$ cat config.mk
export PLATFORM = sky130hd
export DESIGN_NAME = config_startup_sequencer
export DESIGN_NICKNAME = d
export VERILOG_FILES = /design/src/css_pkg.sv /design/src/config_startup_sequencer.sv
export VERILOG_INCLUDE_DIRS = /design/src
export SDC_FILE = /design/constraint.sdc
export NUM_CORES = 1
export LEC_CHECK = 0
export BUFFER_PORTS_ARGS = -buffer_cell sky130_fd_sc_hd__buf_4
export CELL_PAD_IN_SITES_DETAIL_PLACEMENT = 1
export CELL_PAD_IN_SITES_GLOBAL_PLACEMENT = 1
export CORE_UTILIZATION = 35
export CTS_CLUSTER_DIAMETER = 120
export DETAILED_ROUTE_END_ITERATION = 10
export GPL_ROUTABILITY_DRIVEN = 0
export PLACE_DENSITY_LB_ADDON = 0.1
export SKIP_CTS_REPAIR_TIMING = 1
export SYNTH_ARGS = -nofsm -noshare
export SYNTH_HDL_FRONTEND = slang
export SYNTH_SLANG_ARGS = --single-unit
export TNS_END_PERCENT = 1
$ cat constraint.sdc
create_clock -name clk -period 7.9 [get_ports clk]
set_input_delay 2.37 -clock clk [delete_from_list [all_inputs] [get_ports clk]]
set_output_delay 2.37 -clock clk [all_outputs]
set_load 0.005 [all_outputs]
$ cat src/css_consts.svh
// Constant values for the configuration startup sequencer.
`ifndef CSS_CONSTS_SVH
`define CSS_CONSTS_SVH
`define CSS_PHASE_TIED_DONE  3'h0
`define CSS_PHASE_KEEP       3'h7
`define CSS_WAIT_NONE        3'h7
`define CSS_PHASE_FINAL      3'h7
`define CSS_DONE_PHASE_RST   3'h4
`define CSS_IO_PHASE_RST     3'h5
`define CSS_WE_PHASE_RST     3'h6
`define CSS_CLK_CONFIG       2'h0
`define CSS_CLK_USER         2'h1
`define CSS_CLK_TEST         2'h2
`define CSS_PORT_AUTO        2'h0
`define CSS_PORT_TOP         2'h1
`define CSS_PORT_BOTTOM      2'h2
`define CSS_SEC_NONE         2'h0
`define CSS_SEC_LEVEL1       2'h1
`define CSS_SEC_LEVEL2       2'h2
`define CSS_CRC_POLY         32'h04c11db7
`define CSS_CRC_SEED         32'hffffffff
`endif

$ cat src/css_pkg.sv
// Types shared by the configuration startup sequencer.
package css_pkg;
  typedef enum logic [2:0] {
    KIND_SYNC, KIND_ADDR, KIND_DATA, KIND_FRAME_CRC, KIND_CRC, KIND_END
  } word_kind_type;
  typedef struct packed {
    logic          valid;
    word_kind_type kind;
    logic [31:0]   data;
  } stream_word_type;
  typedef struct packed {
    logic       encryptEn;
    logic       keySourceSelect;
    logic       authEn;
    logic       crcEn;
    logic       debugStreamOption;
    logic       perFrameCheckOption;
    logic       jtagLockout;
    logic       activeReconfigOption;
    logic [1:0] configPortSelect;
    logic [1:0] securityLevel;
    logic       converterReconfigMode;
    logic       donePipelineOption;
    logic [2:0] donePhaseSelect;
    logic [2:0] ioReleasePhaseSelect;
    logic [2:0] writeEnablePhaseSelect;
    logic [2:0] lockWaitPhaseSelect;
    logic [2:0] matchWaitPhaseSelect;
    logic [1:0] startupClockSelect;
    logic       errorSignalEn;
  } options_type;
  typedef enum logic [2:0] {
    ST_IDLE, ST_LOAD, ST_STARTUP, ST_DONE, ST_ERROR
  } load_state_type;
endpackage

$ cat src/config_startup_sequencer.sv
// Configuration stream checker, security control and startup phase sequencer.
`timescale 1ns/1ps
`include "css_consts.svh"
// What this block does
// - Key comes from battery RAM by default or fuses, only when encrypted.
// - Authenticated streams need both AES and HMAC keys; HMAC checked in hardware.
// - With CRC on, compute stream CRC, compare embedded value, fail on mismatch.
// - With CRC off, skip calculation and ignore the constant in its place.
// - Debug mode zeroes legacy output, checks each frame, writes frame addresses.
// - Per-frame CRC failure flags init error and partial reconfig error first.
// - Test port lockout blocks scan access once configuration completes.
// - Active reconfig option suppresses global high hold and set/reset.
// - Route internal config access to top or bottom port; auto by default.
// - Level 1 blocks readback; level 2 blocks readback and reconfiguration.
// - Partial reconfig keeps converter running, or safe mode when enabled.
// - Done pipeline waits for external done high, then next startup edge.
// - Done output at selected phase, default 4, keep, delayed by pipeline.
// - I/O tristate released at selected phase, default 5, done-tied or keep.
// - Global write enable at selected phase, default 6, done-tied or keep.
// - Block RAM reads and writes stay disabled until write enable phase.
// - Stall at lock-wait phase until all clock generators lock, unless none.
// - Stall at match-wait phase until impedance match signals assert.
// - Startup steps on config clock, user clock, or test port clock.
// - With error signalling on, drive init error pin low on error.
module config_startup_sequencer (
  input  wire logic                     clk,
  input  wire logic                     sys_rst,
  input  wire logic                     clkEn,
  input  wire css_pkg::options_type     options,
  input  wire css_pkg::stream_word_type streamWord,
  input  wire logic                     ramKeyValid,
  input  wire logic                     fuseKeyValid,
  input  wire logic                     hmacKeyValid,
  input  wire logic                     hmacMatch,
  input  wire logic                     configClkTick,
  input  wire logic                     userStartupClockTick,
  input  wire logic                     testPortClockTick,
  input  wire logic                     allClocksLocked,
  input  wire logic                     impedanceMatched,
  input  wire logic                     doneLineIn,
  input  wire logic                     partialReconfigActive,
  input  wire logic                     readbackReq,
  output logic                          doneOut_q,
  output logic                          initErrorN_q,
  output logic                          partialReconfigError_q,
  output logic                          configError_q,
  output logic [31:0]                   legacyOutputRegister_q,
  output logic                          frameCommit_q,
  output logic                          keyFromFuse_q,
  output logic                          hmacCheckEn_q,
  output logic                          scanAccessEn_q,
  output logic                          globalHighHold_q,
  output logic                          globalSetReset_q,
  output logic                          portTopEn_q,
  output logic                          portBottomEn_q,
  output logic                          readbackEn_q,
  output logic                          readbackGrant_q,
  output logic                          reconfigEn_q,
  output logic                          converterSafe_q,
  output logic                          ioRelease_q,
  output logic                          writeEnable_q,
  output logic                          bramEnable_q,
  output logic [2:0]                    startupPhase_q
);

  css_pkg::load_state_type state_q;
  logic [31:0]             streamCrc_q;
  logic [31:0]             frameCrc_q;
  logic [31:0]             frameAddr_q;
  logic                    configured_q;
  logic                    doneSeen_q;
  logic                    startupStep;
  logic                    stall;
  logic                    advance;
  logic                    keyOk;
  logic                    wordIn;
  logic                    frameChecked;
  logic                    crcFail;
  logic                    frameFail;
  logic                    syncAllowed;
  logic                    doneReached;

  // Bitwise CRC over one word; slow in gates but it keeps the polynomial in one place.
  function automatic logic [31:0] crcStep(input logic [31:0] crc, input logic [31:0] data);
    logic [31:0] c;
    c = crc;
    for (int i = 31; i >= 0; i--) begin
      c = (c[31] ^ data[i]) ? ((c << 1) ^ `CSS_CRC_POLY) : (c << 1);
    end
    return c;
  endfunction

  // A phase select is met once the sequencer has reached it; done-tied follows the done output; keep never is.
  function automatic logic phaseMet(input logic [2:0] sel, input logic [2:0] phase,
                                    input logic doneNow);
    if (sel == `CSS_PHASE_KEEP) begin
      return 1'b0;
    end
    if (sel == `CSS_PHASE_TIED_DONE) begin
      return doneNow;
    end
    return phase >= sel;
  endfunction

  assign wordIn = streamWord.valid;
  assign frameChecked = options.perFrameCheckOption | options.debugStreamOption;
  assign keyOk = !options.encryptEn ||
                 ((options.keySourceSelect ? fuseKeyValid : ramKeyValid) &&
                  (!options.authEn || hmacKeyValid));
  assign crcFail = wordIn && streamWord.kind == css_pkg::KIND_CRC && options.crcEn &&
                   streamWord.data != streamCrc_q;
  assign frameFail = wordIn && streamWord.kind == css_pkg::KIND_FRAME_CRC && frameChecked &&
                     streamWord.data != frameCrc_q;
  // A second configuration is refused at level 2 once the device is up.
  assign syncAllowed = !(configured_q && options.securityLevel == `CSS_SEC_LEVEL2);

  always_comb begin
    case (options.startupClockSelect)
      `CSS_CLK_CONFIG: startupStep = configClkTick;
      `CSS_CLK_USER:   startupStep = userStartupClockTick;
      `CSS_CLK_TEST:   startupStep = testPortClockTick;
      default:         startupStep = configClkTick;
    endcase
  end

  assign stall = (options.lockWaitPhaseSelect != `CSS_WAIT_NONE &&
                  startupPhase_q == options.lockWaitPhaseSelect && !allClocksLocked) ||
                 (options.matchWaitPhaseSelect != `CSS_WAIT_NONE &&
                  startupPhase_q == options.matchWaitPhaseSelect && !impedanceMatched);
  assign advance = state_q == css_pkg::ST_STARTUP && startupStep && !stall &&
                   (startupPhase_q != `CSS_PHASE_FINAL - 3'h1 ||
                    !options.donePipelineOption || doneSeen_q);
  assign doneReached = options.donePhaseSelect != `CSS_PHASE_KEEP &&
                       startupPhase_q >= options.donePhaseSelect;

  always_ff @(posedge clk) begin
    if (sys_rst) begin
      state_q <= css_pkg::ST_IDLE;
      configured_q <= 1'b0;
    end else if (clkEn) begin
      case (state_q)
        css_pkg::ST_IDLE, css_pkg::ST_DONE: begin
          if (wordIn && streamWord.kind == css_pkg::KIND_SYNC && syncAllowed) begin
            state_q <= keyOk ? css_pkg::ST_LOAD : css_pkg::ST_ERROR;
          end
        end
        css_pkg::ST_LOAD: begin
          if (crcFail || frameFail) begin
            state_q <= css_pkg::ST_ERROR;
          end else if (wordIn && streamWord.kind == css_pkg::KIND_END) begin
            if (options.encryptEn && options.authEn && !hmacMatch) begin
              state_q <= css_pkg::ST_ERROR;
            end else if (configured_q) begin
              state_q <= css_pkg::ST_DONE;
            end else begin
              state_q <= css_pkg::ST_STARTUP;
            end
          end
        end
        css_pkg::ST_STARTUP: begin
          if (advance && startupPhase_q == `CSS_PHASE_FINAL - 3'h1) begin
            state_q <= css_pkg::ST_DONE;
            configured_q <= 1'b1;
          end
        end
        css_pkg::ST_ERROR: begin
          if (wordIn && streamWord.kind == css_pkg::KIND_SYNC && syncAllowed && keyOk) begin
            state_q <= css_pkg::ST_LOAD;
          end
        end
        default: state_q <= css_pkg::ST_IDLE;
      endcase
    end
  end

  // Running checks; the frame CRC restarts at each address word.
  always_ff @(posedge clk) begin
    if (sys_rst) begin
      streamCrc_q <= `CSS_CRC_SEED;
      frameCrc_q <= `CSS_CRC_SEED;
      frameAddr_q <= 32'h00000000;
    end else if (clkEn && wordIn) begin
      case (streamWord.kind)
        css_pkg::KIND_SYNC: begin
          streamCrc_q <= `CSS_CRC_SEED;
          frameCrc_q <= `CSS_CRC_SEED;
        end
        css_pkg::KIND_ADDR: begin
          frameAddr_q <= streamWord.data;
          frameCrc_q <= `CSS_CRC_SEED;
          if (options.crcEn) begin
            streamCrc_q <= crcStep(streamCrc_q, streamWord.data);
          end
        end
        css_pkg::KIND_DATA: begin
          if (options.crcEn) begin
            streamCrc_q <= crcStep(streamCrc_q, streamWord.data);
          end
          if (frameChecked) begin
            frameCrc_q <= crcStep(frameCrc_q, streamWord.data);
          end
        end
        default: begin
        end
      endcase
    end
  end

  // Frames commit at their frame check word; with frame checks on, a failing check blocks the commit.
  always_ff @(posedge clk) begin
    if (sys_rst) begin
      frameCommit_q <= 1'b0;
      legacyOutputRegister_q <= 32'h00000000;
    end else if (clkEn) begin
      frameCommit_q <= state_q == css_pkg::ST_LOAD && wordIn && !frameFail &&
                       streamWord.kind == css_pkg::KIND_FRAME_CRC;
      if (options.debugStreamOption && wordIn) begin
        if (streamWord.kind == css_pkg::KIND_SYNC) begin
          legacyOutputRegister_q <= 32'h00000000;
        end else if (streamWord.kind == css_pkg::KIND_FRAME_CRC &&
                     state_q == css_pkg::ST_LOAD) begin
          legacyOutputRegister_q <= frameAddr_q;
        end
      end
    end
  end

  // Error flags are sticky: the frame flag until any sync word, the others until the load an accepted sync word starts.
  always_ff @(posedge clk) begin
    if (sys_rst) begin
      initErrorN_q <= 1'b1;
      partialReconfigError_q <= 1'b0;
      configError_q <= 1'b0;
    end else if (clkEn) begin
      if (state_q == css_pkg::ST_LOAD && frameFail) begin
        partialReconfigError_q <= 1'b1;
      end else if (wordIn && streamWord.kind == css_pkg::KIND_SYNC) begin
        partialReconfigError_q <= 1'b0;
      end
      if (state_q == css_pkg::ST_ERROR) begin
        configError_q <= 1'b1;
        initErrorN_q <= !options.errorSignalEn;
      end else if (state_q == css_pkg::ST_LOAD && (crcFail || frameFail)) begin
        configError_q <= 1'b1;
        initErrorN_q <= !options.errorSignalEn;
      end else if (state_q == css_pkg::ST_LOAD) begin
        configError_q <= 1'b0;
        initErrorN_q <= 1'b1;
      end
    end
  end

  // Startup phase counter and the done-line sample for the pipeline.
  always_ff @(posedge clk) begin
    if (sys_rst) begin
      startupPhase_q <= 3'h0;
      doneSeen_q <= 1'b0;
    end else if (clkEn) begin
      if (state_q != css_pkg::ST_STARTUP && state_q != css_pkg::ST_DONE) begin
        startupPhase_q <= 3'h0;
        doneSeen_q <= 1'b0;
      end else if (advance) begin
        startupPhase_q <= startupPhase_q + 3'h1;
      end
      if (state_q == css_pkg::ST_STARTUP && doneLineIn) begin
        doneSeen_q <= 1'b1;
      end
    end
  end

  // The pipelined done output moves only on startup edges, one edge late.
  always_ff @(posedge clk) begin
    if (sys_rst) begin
      doneOut_q <= 1'b0;
    end else if (clkEn) begin
      if (state_q != css_pkg::ST_STARTUP && state_q != css_pkg::ST_DONE) begin
        doneOut_q <= 1'b0;
      end else if (!options.donePipelineOption || startupStep) begin
        doneOut_q <= doneReached;
      end
    end
  end

  always_ff @(posedge clk) begin
    if (sys_rst) begin
      ioRelease_q <= 1'b0;
      writeEnable_q <= 1'b0;
      bramEnable_q <= 1'b0;
    end else if (clkEn) begin
      if (state_q == css_pkg::ST_DONE && configured_q) begin
        ioRelease_q <= ioRelease_q;
        writeEnable_q <= writeEnable_q;
        bramEnable_q <= bramEnable_q;
      end else if (state_q == css_pkg::ST_STARTUP) begin
        ioRelease_q <= phaseMet(options.ioReleasePhaseSelect, startupPhase_q, doneOut_q);
        writeEnable_q <= phaseMet(options.writeEnablePhaseSelect, startupPhase_q, doneOut_q);
        bramEnable_q <= phaseMet(options.writeEnablePhaseSelect, startupPhase_q, doneOut_q);
      end else if (!configured_q) begin
        ioRelease_q <= 1'b0;
        writeEnable_q <= 1'b0;
        bramEnable_q <= 1'b0;
      end
    end
  end

  // Security, port routing and global controls.
  always_ff @(posedge clk) begin
    if (sys_rst) begin
      keyFromFuse_q <= 1'b0;
      hmacCheckEn_q <= 1'b0;
      scanAccessEn_q <= 1'b1;
      globalHighHold_q <= 1'b0;
      globalSetReset_q <= 1'b0;
      portTopEn_q <= 1'b0;
      portBottomEn_q <= 1'b0;
      readbackEn_q <= 1'b1;
      readbackGrant_q <= 1'b0;
      reconfigEn_q <= 1'b1;
      converterSafe_q <= 1'b0;
    end else if (clkEn) begin
      keyFromFuse_q <= options.encryptEn && options.keySourceSelect;
      hmacCheckEn_q <= options.encryptEn && options.authEn;
      scanAccessEn_q <= !(options.jtagLockout && configured_q);
      globalHighHold_q <= state_q == css_pkg::ST_LOAD && !options.activeReconfigOption;
      globalSetReset_q <= state_q == css_pkg::ST_LOAD && !options.activeReconfigOption;
      // Automatic choice falls to the top port; both are never enabled at once.
      portTopEn_q <= options.configPortSelect != `CSS_PORT_BOTTOM;
      portBottomEn_q <= options.configPortSelect == `CSS_PORT_BOTTOM;
      readbackEn_q <= options.securityLevel == `CSS_SEC_NONE;
      readbackGrant_q <= readbackReq && options.securityLevel == `CSS_SEC_NONE;
      reconfigEn_q <= options.securityLevel != `CSS_SEC_LEVEL2;
      converterSafe_q <= partialReconfigActive && options.converterReconfigMode;
    end
  end
endmodule

==> run metrics, run 1 <==
fraction of registers with async set/reset=0%; Hold Crit Class=reg2reg; #FFs+latches synth=roughly 150; routed vias=approximately 9400; DR WL/cell=23.1 um; clk buf depth=2; vias in the first global route=9604; GRT met2 Usage=38.1%; r2r startpoint=frameCrc_q[30]; Final #Nets=1480; Mapped Avg Cell Area=9.99 um2; post-synth top area share=between 20% and 30%; # IOs=137; gr usage total=23.8%; area leader, netlist=dfxtp_1; R2R cell count=9; Crit. End Element=flop; first-pass GRT wire length=63100 um; cell area after synthesis=about 13000 um2; CTS HTree Levels=4; register area=3060 um2; yosys warns=0; DIE AREA=approximately 37000 um2; Detail Route Antenna Nets=0; Synth cell types=55; RSZ-0062 raised after global routing=no; CTS tree=built; Max Slew Vio Count=0; GR peak layer=met2; GRT Residual Overflow=0; most frequent cells in the layout=261 x xnor2_1, 153 x dfxtp_1, 148 x buf_4; Worst-Skew Late Latency=0.45 ns; # diodes=0; HPWL after DPL=34500 um; core area=35600 um2; die height=~190 um; Hold Path Depth=2; MaxCap Viol Count=0; Final Setup Violations=0; port buffer count=136; area delta synth->final=16.3%; starting density of the core=35.5%; number of failing hold endpoints at the final stage=0; FILL cells=4061; Initial DRC Count=roughly 470; EDFF count, synth=0; DR vias/cell=~5; Least-Margin Pin Slew=1.09 ns; setup TNS=0 ns; Mapped Cells=1265; drt drc=0; Clock Root Buffer=clkbuf_16; first-pass iteration count of the detailed router=5; critical path required time=8.28 ns; HP Start=legacyOutputRegister_q[20]; Clock Sinks=153; crit path DAT=6.46 ns; share of post-route cells with drive strength above 1=16.6%; top post-synthesis cells by area=dfxtp_1 24%, xnor2_1 18%, xnor3_1 17%, xor2_1 6.6%, a21oi_1 5.1%; met1 usage=between 30% and 40%; M3 GR Usage=4.82%; nature of the critical path startpoint=primary input; CP Max Fanout=7; Mapped Nets=1365; status=finished, final reports clean; CTS clk-pin slew, worst paths=0.07 ns; initial antenna violation count=0; CP Class=in2reg; clk_skew=0.0128 ns; # rows=69; Reg-to-Reg End=frameCrc_q[12]; Rel. slew slack=between 20% and 30%; area of the multi-input gates=9310 um2; top_reg_cell synth=dfxtp_1; share of the clock period used by the worst path=between 70% and 80%; largest net degree at the start of global routing=89; post-synthesis sequential area ratio=between 20% and 30%; Die X-Extent=between 150 and 200 um; fmax=164 MHz; WL final=42800 um; worst hold endpoint=legacyOutputRegister_q[20]; commonest non-fill, non-tap cell in the layout=xnor2_1; r2r setup slk=~3.5 ns; Num CTS Buffers=17; post-route minimum period=about 6.1 ns
==> worst max-delay path by stage <==
| stage | start | endpoint | slack, ns |
|---|---|---|---|
| 2_1_floorplan | streamWord[30] | frameCrc_q[12] | 2.07 |
| 3_3_place_gp | streamWord[23] | streamCrc_q[18] | 1.38 |
| 3_5_place_dp | streamWord[26] | frameCrc_q[12] | 1.38 |
| 4_1_cts | streamWord[30] | frameCrc_q[12] | 1.86 |
| 5_1_grt | streamWord[30] | frameCrc_q[11] | 1.71 |
| 6_report | streamWord[30] | frameCrc_q[12] | 1.82 |
==> synthesized netlist by cell type, drive strengths merged, types with 2 or more instances <==
cell type and number:
a211o 2, a21o 7, a21oi 130, a22oi 4, a311oi 2, a31oi 2, buf 5, clkbuf 47
dfxtp 153, ha 17, inv 21, mux2i 3, nand2 118, nand2b 33, nand3 47, nand4 11
nor2 66, nor2b 7, nor3 7, nor4 5, nor4b 2, o2111ai 2, o21ai 10, o21bai 5
o22ai 25, o31ai 2, o41ai 2, or2 5, or3 3, or4 2, xnor2 279, xnor3 106
xor2 106, xor3 17
==> through the flow <==
step	setup slack, ns	cells	cell area [um2]	hold slack, ns	util, %
2_1_floorplan	2.07	1265	12600	0.437	-
3_5_place_dp	1.38	1822	14100	0.447	39.7
3_3_place_gp	1.38	1822	14100	0.442	39.7
6_report	1.82	1854	14700	0.451	41.4
5_1_grt	1.71	1854	14700	0.473	41.4
4_1_cts	1.86	1854	14700	0.456	41.4
==> per-layer routing <==
| metal | part of all wire (%) | up-vias |
|---|---|---|
| met4 | 2.8 | 0 |
| met1 | 45 | 4643 |
| met3 | 5.3 | 55 |
| li1 | - | 4499 |
| met5 | 0 | - |
| met2 | 46 | 230 |
==> area by class of cell <==
type	count	area share, %
well taps	461	3.92
clock inverters	12	0.715
multi-input cells	1039	63.3
clock buffers	20	3.17
inverters	21	0.536
flip-flops and latches	153	20.8
repair buffers	148	7.55
==> logic make-up after synthesis <==
family          Yosys count  share of synthesized area (%)
compound gates          202                           9.15
xor+xnor                508                           51.2
flops                   153                           24.2
fa+ha+maj                18                           1.76
buf+inv                  73                           2.23
mux                       3                          0.238
simple gates            308                           11.2
==> flip-flops by register name, indices dropped and copies added (netlist names), 3 cells and up <==
| name | flops |
|---|---|
| frameAddr_q | 32 |
| frameCrc_q | 32 |
| legacyOutputRegister_q | 32 |
| streamCrc_q | 32 |
| startupPhase_q | 3 |
| state_q | 3 |
==> critical path: stages <==
cell and delay (ns):
buf_4 0.14, xnor2_1 0.72, xnor2_1 0.30, xnor3_1 0.54, xnor2_2 0.42, xnor3_1 0.41, xor3_4 0.68, xnor2_2 0.27
xnor3_1 0.43, a21oi_1 0.15
Power of run 1 is not shown: default switching activity piles up to over one toggle a cycle in this logic, so the estimate is an artifact.
==> run 2: changes to the inputs <==
Clock period 7.9 ns to 5.2 ns, I/O delays scaled along.
==> run 2 against run 1 <==
Compared with the run above:
- clock skew grew 0.017 ns
- sequential share of layout area shrank 0.95 points
- critical path depth did not move
- flip-flop and latch count is the same
- global-route usage is 0.49 points higher
- critical endpoint is now streamCrc_q[12]
- highest routed layer unchanged
- first-iteration DRC count is 7.5% higher
- core utilization increased by 2.0 points
- count of clock-buffer cells in the layout down 2
- final area grew 4.8%
- final cell count rose by 4.8%
- via count grew 3.5%
- hold slack improved by 0.0016 ns
==> run metrics, run 2 (same netlist as run 1, synthesis figures left out) <==
Detail Route Antenna Nets=0; GRT Residual Overflow=0; clk buf depth=2; Reg-to-Reg End=streamCrc_q[12]; vias in the first global route=9900; most frequent cells in the layout=261 x xnor2_1, 237 x buf_4, 153 x dfxtp_1; r2r startpoint=streamCrc_q[29]; fmax=213 MHz; status=finished, final reports clean; FILL cells=4047; Crit. End Element=flop; setup TNS=0 ns; MaxCap Viol Count=0; CTS HTree Levels=4; drt drc=0; number of failing hold endpoints at the final stage=0; CP Max Fanout=7; CTS tree=built; # diodes=0; Rel. slew slack=between 40% and 50%; post-route minimum period=4.69 ns; gr usage total=24.3%; Die X-Extent=192 um; R2R cell count=9; Clock Sinks=153; # rows=69; nature of the critical path startpoint=primary input; port buffer count=136; DIE AREA=about 37000 um2; first-pass iteration count of the detailed router=4; Num CTS Buffers=17; Hold Crit Class=reg2reg; Worst Setup EP=streamCrc_q[12]; HP Start=legacyOutputRegister_q[16]; r2r setup slk=between 1 and 1.5 ns; core area=between 30000 and 40000 um2; share of post-route cells with drive strength above 1=21.5%; CTS clk-pin slew, worst paths=approximately 0.070 ns; share of the clock period used by the worst path=90.2%; HPWL after DPL=35900 um; Final Setup Violations=0; WL final=between 40000 and 50000 um; largest net degree at the start of global routing=77; initial antenna violation count=0; # IOs=137; crit path DAT=around 5 ns; Final #Nets=1569; commonest non-fill, non-tap cell in the layout=xnor2_1; routed vias=9754; first-pass GRT wire length=about 64000 um; Clock Root Buffer=clkbuf_16; clk_skew=0.0296 ns; die height=192 um; RSZ-0062 raised after global routing=no; critical path required time=5.52 ns; Worst-Skew Late Latency=around 0.47 ns; area delta synth->final=21.9%; Initial DRC Count=501; starting density of the core=between 30% and 40%; Least-Margin Pin Slew=0.854 ns; worst setup path start=streamWord[29]; CP Class=in2reg; DR WL/cell=around 23 um; DR vias/cell=approximately 5; Max Slew Vio Count=0
[run 2: changes by cell type in the layout (fill, tap and decap cells not counted)]
cell	change
clkinv_4	+5
inv_8	-3
clkinv_2	+1
inv_6	-4
clkbuf_8	-3
buf_4	+89
clkbuf_1	+1
bufinv_16	+3
[run 2: per-stage QoR]
stage	area (um2)	setup WS [ns]	hold WS [ns]	utilization (%)	cells
after floorplan	12600	0.180	0.437	-	1265
after global placement	14800	0.0833	0.439	41.6	1911
after detailed placement	14800	0.0591	0.449	41.6	1911
after CTS	15400	0.516	0.456	43.3	1943
after global routing	15400	0.384	0.467	43.3	1943
final	15400	0.509	0.453	43.3	1943
[run 2: critical path, cell delays in order]
cell,delay [ns]
buf_4,0.15
xor2_2,0.40
xnor3_2,0.60
xor2_4,0.31
xnor3_1,0.49
xnor3_2,0.50
xor2_4,0.30
xnor3_1,0.39
xnor2_1,0.21
a21oi_1,0.10
[run 2: layout make-up]
class,count,area [um2],area share [%]
multi-input cells,1039,9310,60.4
flip-flops and latches,153,3060,19.9
repair buffers,237,1780,11.5
well taps,461,577,3.74
clock buffers,18,429,2.79
clock inverters,14,175,1.14
inverters,21,78.8,0.512
[run 2: worst min path at each step]
stage / to / slack, ns / cells past startpoint
2_1_floorplan: frameAddr_q[0] / 0.44 / 2
5_1_grt: legacyOutputRegister_q[23] / 0.47 / 2
3_5_place_dp: legacyOutputRegister_q[7] / 0.45 / 2
4_1_cts: legacyOutputRegister_q[29] / 0.46 / 2
6_report: legacyOutputRegister_q[16] / 0.45 / 2
3_3_place_gp: legacyOutputRegister_q[0] / 0.44 / 2
[run 2: metal layers]
metal  wire [um]  track usage, %  vias to the layer above  share of wire (%)
met5           0               0                        -                  0
met4        1040            7.93                        0                2.4
met3        2490            4.92                       43                5.6
met2       20300            39.3                      232                 46
met1       20200            32.2                     4791                 46
li1            -               -                     4688                  -
Power of run 2 is left out for the same reason.
